===== config.mk =====
export PLATFORM = sky130hd
export DESIGN_NAME = pulse_count_switch_decoder
export DESIGN_NICKNAME = d
export VERILOG_FILES = /design/src/verilog/pulse_count_switch_decoder.v /design/src/verilog/pin_sync.v
export VERILOG_INCLUDE_DIRS = /design/src /design/src/verilog
export SDC_FILE = /design/constraint.sdc
export NUM_CORES = 1
export LEC_CHECK = 0
export ABC_AREA = 1
export BUFFER_PORTS_ARGS = -buffer_cell sky130_fd_sc_hd__buf_4
export CORE_MARGIN = 4
export CORE_UTILIZATION = 57
export DETAILED_ROUTE_END_ITERATION = 8
export PLACE_DENSITY = 0.77
export SLEW_MARGIN = 20
export SYNTH_ARGS = -nofsm -noshare
export SYNTH_HDL_FRONTEND = slang
export SYNTH_HIERARCHICAL = 1
export SYNTH_SLANG_ARGS = --single-unit

===== constraint.sdc =====
create_clock -name clk -period 1.6 [get_ports clk]
set_clock_uncertainty 0.15 [all_clocks]
set_input_delay 0.4 -clock clk [delete_from_list [all_inputs] [get_ports clk]]
set_output_delay 0.4 -clock clk [all_outputs]
set_load 0.05 [all_outputs]

===== src/verilog/pulse_switch_regs.vh =====
// timing constants and code values for the pulse-count switch decoder
// assumes a 125 MHz core clock; included by the decoder file
//
// Behaviour
// - each pin rising edge advances pulse counter
// - three outputs give 8, six give 64
// - three-output counter wraps after eight edges
// - three outputs show count minus one, set=off
// - six outputs show count minus one, set=off
// - pattern latched after pin high latch_delay
// - first edge after shutdown enables, all on
// - pin low 500us disables, switches open
`ifndef PULSE_SWITCH_REGS_VH
`define PULSE_SWITCH_REGS_VH

// core clock period in picoseconds
`define CLK_PERIOD_PS     32'd8000
// off timeout in nanoseconds (500 us)
`define OFF_TIMEOUT_NS    32'd500000
// latch delay in nanoseconds (500 us)
`define LATCH_DELAY_NS    32'd500000
// cycles, longest time: rounded down
`define OFF_TIMEOUT_CYC   ((`OFF_TIMEOUT_NS * 32'd1000) / `CLK_PERIOD_PS)
`define LATCH_DELAY_CYC   ((`LATCH_DELAY_NS * 32'd1000) / `CLK_PERIOD_PS)
// width of the timers
`define TIMER_W           17
// default number of switch outputs
`define NUM_SWITCHES      6
// output count that selects the three-output variant
`define THREE_SW          3
// width of the pattern and counter, sized for the six-output variant
`define SW_MAX            6
// counter masks: wrap after eight or sixty-four edges
`define MASK_THREE        6'h07
`define MASK_SIX          6'h3F
// counter value that stands for count one
`define COUNT_FIRST       6'h00
// step of the counter on each rising edge
`define COUNT_STEP        6'h01
// pattern with every switch open
`define PATTERN_NONE      6'h00

`endif


===== src/verilog/pulse_count_switch_decoder.v =====
// pulse-count decoder driving three or six low-side switch controls
// assumes the control pin is asynchronous to clk; outputs are on-commands
`timescale 1ns/1ps
`default_nettype none
`include "pulse_switch_regs.vh"
module pulse_count_switch_decoder #(
   parameter NUM_SW          = `NUM_SWITCHES,    // 3 or 6 outputs
   parameter LATCH_DELAY_CYC = `LATCH_DELAY_CYC, // pin-high cycles to latch
   parameter OFF_TIMEOUT_CYC = `OFF_TIMEOUT_CYC  // pin-low cycles to shut down
) (
   // clock and reset
   input  wire clk,
   input  wire rst_n,
   // control pin from host
   input  wire pulse_pin,
   // switch controls, high = switch closed (on)
   output wire switch_out_a,
   output wire switch_out_b,
   output wire switch_out_c,
   output wire switch_out_d,
   output wire switch_out_e,
   output wire switch_out_f,
   // device enabled status
   output reg  enabled
);
   // timer width; wide enough for the longest default delay
   localparam TW = `TIMER_W;
   // pattern width; the six-output variant uses every bit
   localparam PW = `SW_MAX;
   // counter mask: picks the wrap point and the switches in use
   localparam [PW-1:0] COUNT_MASK = (NUM_SW == `THREE_SW) ? `MASK_THREE : `MASK_SIX;
   // last high-timer value before the latch fires
   localparam [31:0] LATCH_LIMIT = LATCH_DELAY_CYC - 1;
   // last low-timer value before the shutdown fires
   localparam [31:0] OFF_LIMIT = OFF_TIMEOUT_CYC - 1;

   // pin path
   wire           pin_level;    // filtered pin level
   reg            pin_prev;     // filtered level one cycle back
   wire           rise;         // filtered rising edge
   wire           fall;         // filtered falling edge

   // counting and pattern
   reg  [PW-1:0]  count_m1;     // pulse count minus one, masked to the variant
   reg  [PW-1:0]  next_count;   // count after this cycle's events
   wire [PW-1:0]  decoded_on;   // count decoded into on-bits
   reg  [PW-1:0]  on_pattern;   // latched pattern, set bit = switch on

   // timers
   reg  [TW-1:0]  high_timer;   // cycles the pin has stayed high
   reg  [TW-1:0]  low_timer;    // cycles the pin has stayed low
   reg            latched;      // this high period has already latched
   wire           latch_due;    // high timer reached the latch delay
   wire           off_due;      // low timer reached the off timeout

   // qualified events
   wire           wake;         // first rising edge while shut down
   wire           latch_now;    // pattern transfer in this cycle
   wire           shut_now;     // shutdown in this cycle

   // synchroniser for the asynchronous pin
   pin_sync u_sync (
      .clk       (clk),
      .rst_n     (rst_n),
      .pin_async (pulse_pin),
      .pin_level (pin_level)
   );

   // true once a timer has counted up to its limit
   function reached;
      input [TW-1:0] timer;
      input [31:0]   limit;
      begin
         // zero-extend the timer so both sides compare at 32 bits
         reached = ({{(32-TW){1'b0}}, timer} >= limit);
      end
   endfunction

   // step the counter by one and wrap it to the variant's range
   function [PW-1:0] advance;
      input [PW-1:0] c;
      begin
         // masking makes the three-output counter roll over after eight
         advance = (c + `COUNT_STEP) & COUNT_MASK;
      end
   endfunction

   // remember the filtered level; idle low matches the reset value
   always @(posedge clk or negedge rst_n) begin
      if (!rst_n) begin
         pin_prev <= 1'b0;
      end else begin
         pin_prev <= pin_level;
      end
   end

   // edges of the filtered pin
   assign rise = pin_level & ~pin_prev;
   assign fall = ~pin_level & pin_prev;

   // timer comparisons, each used by several processes
   assign latch_due = reached(high_timer, LATCH_LIMIT);
   assign off_due   = reached(low_timer, OFF_LIMIT);

   // event qualification
   assign wake      = rise & ~enabled;
   // latch only while the pin is held high and once per high period
   assign latch_now = pin_level & ~rise & ~latched & enabled & latch_due;
   // shut down only while the pin is held low, never on the falling edge
   assign shut_now  = ~pin_level & ~fall & enabled & off_due;

   // next count: restart at count one after shutdown, else accumulate
   always @* begin
      next_count = count_m1;                  // hold by default
      if (wake) begin
         next_count = `COUNT_FIRST;
      end else if (rise) begin
         next_count = advance(count_m1);
      end else if (shut_now) begin
         next_count = `COUNT_FIRST;           // cleared while shut down
      end
   end

   // pulse counter register
   always @(posedge clk or negedge rst_n) begin
      if (!rst_n) begin
         count_m1 <= `COUNT_FIRST;
      end else begin
         count_m1 <= next_count;
      end
   end

   // high timer: restarts on each rising edge, counts while held high
   always @(posedge clk or negedge rst_n) begin
      if (!rst_n) begin
         high_timer <= {TW{1'b0}};
      end else if (rise) begin
         high_timer <= {TW{1'b0}};
      end else if (pin_level && !latched && enabled && !latch_due) begin
         // stops at the limit, so it cannot wrap on a long high
         high_timer <= high_timer + 1'b1;
      end
   end

   // low timer: restarts on each falling edge, counts while held low
   always @(posedge clk or negedge rst_n) begin
      if (!rst_n) begin
         low_timer <= {TW{1'b0}};
      end else if (fall) begin
         low_timer <= {TW{1'b0}};
      end else if (!pin_level && enabled && !off_due) begin
         // stops at the limit while enabled
         low_timer <= low_timer + 1'b1;
      end
   end

   // latch marker: one transfer per high period
   always @(posedge clk or negedge rst_n) begin
      if (!rst_n) begin
         latched <= 1'b0;
      end else if (rise) begin
         // a new edge opens a new high period
         latched <= 1'b0;
      end else if (latch_now) begin
         latched <= 1'b1;
      end else if (shut_now) begin
         latched <= 1'b0;
      end
   end

   // enable state
   always @(posedge clk or negedge rst_n) begin
      if (!rst_n) begin
         enabled <= 1'b0;
      end else if (wake) begin
         // first edge after shutdown enables the device
         enabled <= 1'b1;
      end else if (shut_now) begin
         // pin low for the off timeout disables it
         enabled <= 1'b0;
      end
   end

   // decode: a set count bit opens its switch; unused switches stay open
   genvar gi;
   generate
      for (gi = 0; gi < PW; gi = gi + 1) begin : g_decode
         assign decoded_on[gi] = COUNT_MASK[gi] & ~count_m1[gi];
      end
   endgenerate

   // latched output pattern, set bit = switch closed
   always @(posedge clk or negedge rst_n) begin
      if (!rst_n) begin
         on_pattern <= `PATTERN_NONE;
      end else if (wake) begin
         // every switch of the variant turns on at once
         on_pattern <= COUNT_MASK;
      end else if (latch_now) begin
         // counted value reaches the switches only after the delay
         on_pattern <= decoded_on;
      end else if (shut_now) begin
         // all switches open on shutdown
         on_pattern <= `PATTERN_NONE;
      end
   end

   // outputs straight from the pattern flip-flops, a = least bit
   assign switch_out_a = on_pattern[0];
   assign switch_out_b = on_pattern[1];
   assign switch_out_c = on_pattern[2];
   assign switch_out_d = on_pattern[3];
   assign switch_out_e = on_pattern[4];
   assign switch_out_f = on_pattern[5];
endmodule
`default_nettype wire


===== src/verilog/pin_sync.v =====
// three-stage synchroniser with agreement filter for the control pin
// assumes an asynchronous pin input and a single core clock
`timescale 1ns/1ps
`default_nettype none
module pin_sync (
   // clock and reset
   input  wire clk,
   input  wire rst_n,
   // raw pin
   input  wire pin_async,
   // filtered level
   output reg  pin_level
);
   reg stage_a;  // first stage, read only by stage_b
   reg stage_b;  // second stage
   reg stage_c;  // third stage

   // shift in; level changes once stages two and three agree
   always @(posedge clk or negedge rst_n) begin
      if (!rst_n) begin
         stage_a   <= 1'b0;
         stage_b   <= 1'b0;
         stage_c   <= 1'b0;
         pin_level <= 1'b0;
      end else begin
         stage_a <= pin_async;
         stage_b <= stage_a;
         stage_c <= stage_b;
         if (stage_b == stage_c) begin
            pin_level <= stage_c;
         end
      end
   end
endmodule
`default_nettype wire


==> impl_metrics.ini <==
[routing]
wl_per_cell_um = 20.5
vias = 4118
vias_per_cell = 6.47
dr.pass1.iters = 6
first_iter_violations = 555
wl_um = 13000
drtAntennaViolNets = 0
drcViolationCount = 0

[timing]
hold_viol_final = 0
tightest_slew_ns = 0.730
period_share_pct = 123
whs_ns = 0.0395
fin_crit_ns = 1.96
grt_setup_unrepaired = true
fin_ws_ns = -0.364
setup_viol = 46
slew_violations = 0
fmax_mhz = 509
slew_headroom_pct = 51.0

[global_routing]
grt_remaining_overflow = 0
grt_max_degree = 26
grt_usage_pct = 27.3
grt_pass1_vias = 3575
antenna_found_initial = 0
grt_pass1_wl_um = 16400

[critical_path]
cp_data_arrival_time_ns = 2.02
cp_common_cell = nand2_2
endpoint_kind = register
crit_fanout = 7
cp_top_family = simple AND/OR/NAND/NOR gates
worstSetupStartpointType = register
slowest_delay_ns = 0.44
worst-path-buf-inv = 1
required_ns = 1.65
slowest_stage = dfrtp_1
path_cells = nor2_4 -> nand3_2 -> nand2_2 -> nand2_2 -> nand2_4 -> nand4_4 -> clkbuf_16 -> nand3_1 -> nand2_1
path_class = reg -> reg

[synthesis]
synthCells = 464
async_flop_share_pct = 100
syn_nets = 470
yosys.area.top_type = dfrtp_1
synth_edf_count = 0
synth_common_cells = nand2_1 (116), nand3_1 (63), nor2_1 (54)
yosysMostFrequentCell = nand2_1
synth_area_leaders = dfrtp_1 (38%), nand2_1 (12%), nand3_1 (8.9%)
synth_cell_types = 35
synth_top_area_share_pct = 37.6
synth_top_flop_cell = dfrtp_1
synth_area_per_cell_um2 = 7.60
yosys_register_bits = 53
ys_seq_area_share_pct = 37.6
yosysWarnings = 6
syn_area_um2 = 3530

[placed_design]
gp_congestion = 0.920
io_buffers = 9
dp.cells = 606
dp_hpwl_um = 6080

[layout]
fin_util_pct = 82.0
final_nets = 566
fill_cells = 285
n_antenna_cell = 0
area_growth_pct = 38.6
stdcell_count = 636
drive_above_1_share_pct = 43.1

[floorplan]
die_x_um = 86.7
die_area_um2 = 7510
rows = 28
io-pin-count = 10
die_y_um = 86.7
core_area_um2 = 5960
initial_core_util_pct = 59.2

[clock_network]
numCtsBuffers = 5
cts.clk_slew.worst_paths_ns = 0.10
clkLatencyLatePin_ns = 0.33
cts_buffer_depth = 2
root_buffer = clkbuf_8
cts_tree = built
clock-sinks = 53
htree_levels = 2

[hold_path]
hp-class = in -> reg

[run]
maxCapViolCount = 0

[status]
violations = negative setup slack
status = finished with violations

[power_and_ir_drop]
p_leak_uw = 0.00241
ir_drop_mv = 0.913
power_density_nw_per_um2 = 906
[final cells by class]
class	count	area, um2	area share, %
Multi-Input combinational cell	347	2280	46.6
Inverter	51	194	3.97
Sequential cell	53	1340	27.3
Tap cell	75	93.8	1.92
Timing Repair Buffer	102	878	18.0
Clock buffer	6	72.6	1.49
Clock inverter	2	35.0	0.717
[sequential cells by signal, summed over array words and instances, names as in the netlist]
| name | flops |
|---|---|
| high_timer | 17 |
| low_timer | 17 |
| count_m1 | 6 |
| on_pattern | 6 |
| enabled | 1 |
| latched | 1 |
| pin_prev | 1 |
| u_sync/pin_level | 1 |
| u_sync/stage_a | 1 |
| u_sync/stage_b | 1 |
| u_sync/stage_c | 1 |
[placed cells by master, fill, tap and decap left out, types with 2 or more instances in the layout]
master,synthesis,routed
nand4_1,24,24
nor3_2,0,3
inv_2,6,12
buf_4,5,87
nor2_2,5,15
dfrtp_1,53,46
dfrtp_2,0,7
nand3_1,63,30
inv_1,44,38
o21ai_0,2,2
ha_4,0,2
xor2_1,23,23
nand2_8,1,5
buf_12,1,5
nand2_2,14,25
nor3_1,7,4
nand3_2,15,44
clkbuf_8,0,5
nor2_1,54,41
buf_6,5,8
nand2_1,116,102
nor2_4,2,5
a21oi_1,2,2
nand3_4,0,4
nand2_4,3,5
[metal layers]
| metal | part of all wire [%] | up-vias | track usage (%) |
|---|---|---|---|
| met5 | 0 | - | 0 |
| met4 | 7.7 | 0 | 12.7 |
| met3 | 11 | 132 | 5.04 |
| met2 | 46 | 414 | 47.2 |
| met1 | 36 | 1883 | 32.7 |
| li1 | - | 1689 | - |
[logic make-up after synthesis]
| kind of cell | synth area share, % |
|---|---|
| buffers and inverters | 9.44 |
| adder cells (fa/ha/maj) | 1.06 |
| XOR/XNOR | 5.96 |
| flip-flops | 37.6 |
| AO/OA/AOI/OAI | 1.63 |
| AND/OR/NAND/NOR | 44.3 |
[worst register-to-register path, delay by kind of cell, from the launching register on]
| kind | cells | cell delay [ns] |
|---|---|---|
| flops | 1 | 0.44 |
| buf+inv | 1 | 0.26 |
| simple gates | 8 | 1.00 |
[per-stage QoR]
stage | TNS, ns | total power (uW) | worst slack [ns] | instance area, um2
2_1_floorplan | -0.586 | 2510 | -0.0428 | 3540
3_3_place_gp | -2.37 | 2890 | -0.0854 | 4180
3_5_place_dp | -5.19 | 2930 | -0.169 | 4180
4_1_cts | -1.78 | 3950 | -0.0766 | 4500
5_1_grt | -13.81 | 4570 | -0.391 | 4890
6_report | -10.57 | 4430 | -0.364 | 4890
[final timing paths]
path / startpoint / endpoint / slack (ns) / depth (start not counted)
setup / recovery: low_timer[3]$_DFFE_PN0P_ / low_timer[6]$_DFFE_PN0P_ / -0.36 / 9
min in group asynchronous: rst_n / high_timer[4]$_DFFE_PN0P_ / 0.36 / 2
setup reg to reg: low_timer[3]$_DFFE_PN0P_ / low_timer[6]$_DFFE_PN0P_ / -0.36 / 9
max in group asynchronous: rst_n / low_timer[12]$_DFFE_PN0P_ / 0.45 / 3
hold reg to reg: u_sync/stage_a$_DFF_PN0_ / u_sync/stage_b$_DFF_PN0_ / 0.23 / 0
hold / removal: pulse_pin / u_sync/stage_a$_DFF_PN0_ / 0.04 / 1
[where the power goes]
group | switching [uW] | internal [uW] | leakage [uW]
Clock | 491 | 466 | 0.0000552
Sequential | 239 | 1510 | 0.000681
Combinational | 1060 | 660 | 0.00168
[timing repair]
action / in CTS / in global routing
pin swaps: 13 / 32
endpoints found under the setup margin: 46 / 46
cloned: 1 / 3
hold endpoints to repair: 23 / 0
hold buffers: 1 / 0
setup buffers: 8 / 9
gates resized for setup: 32 / 68
Power figures use the tool's default switching activity.
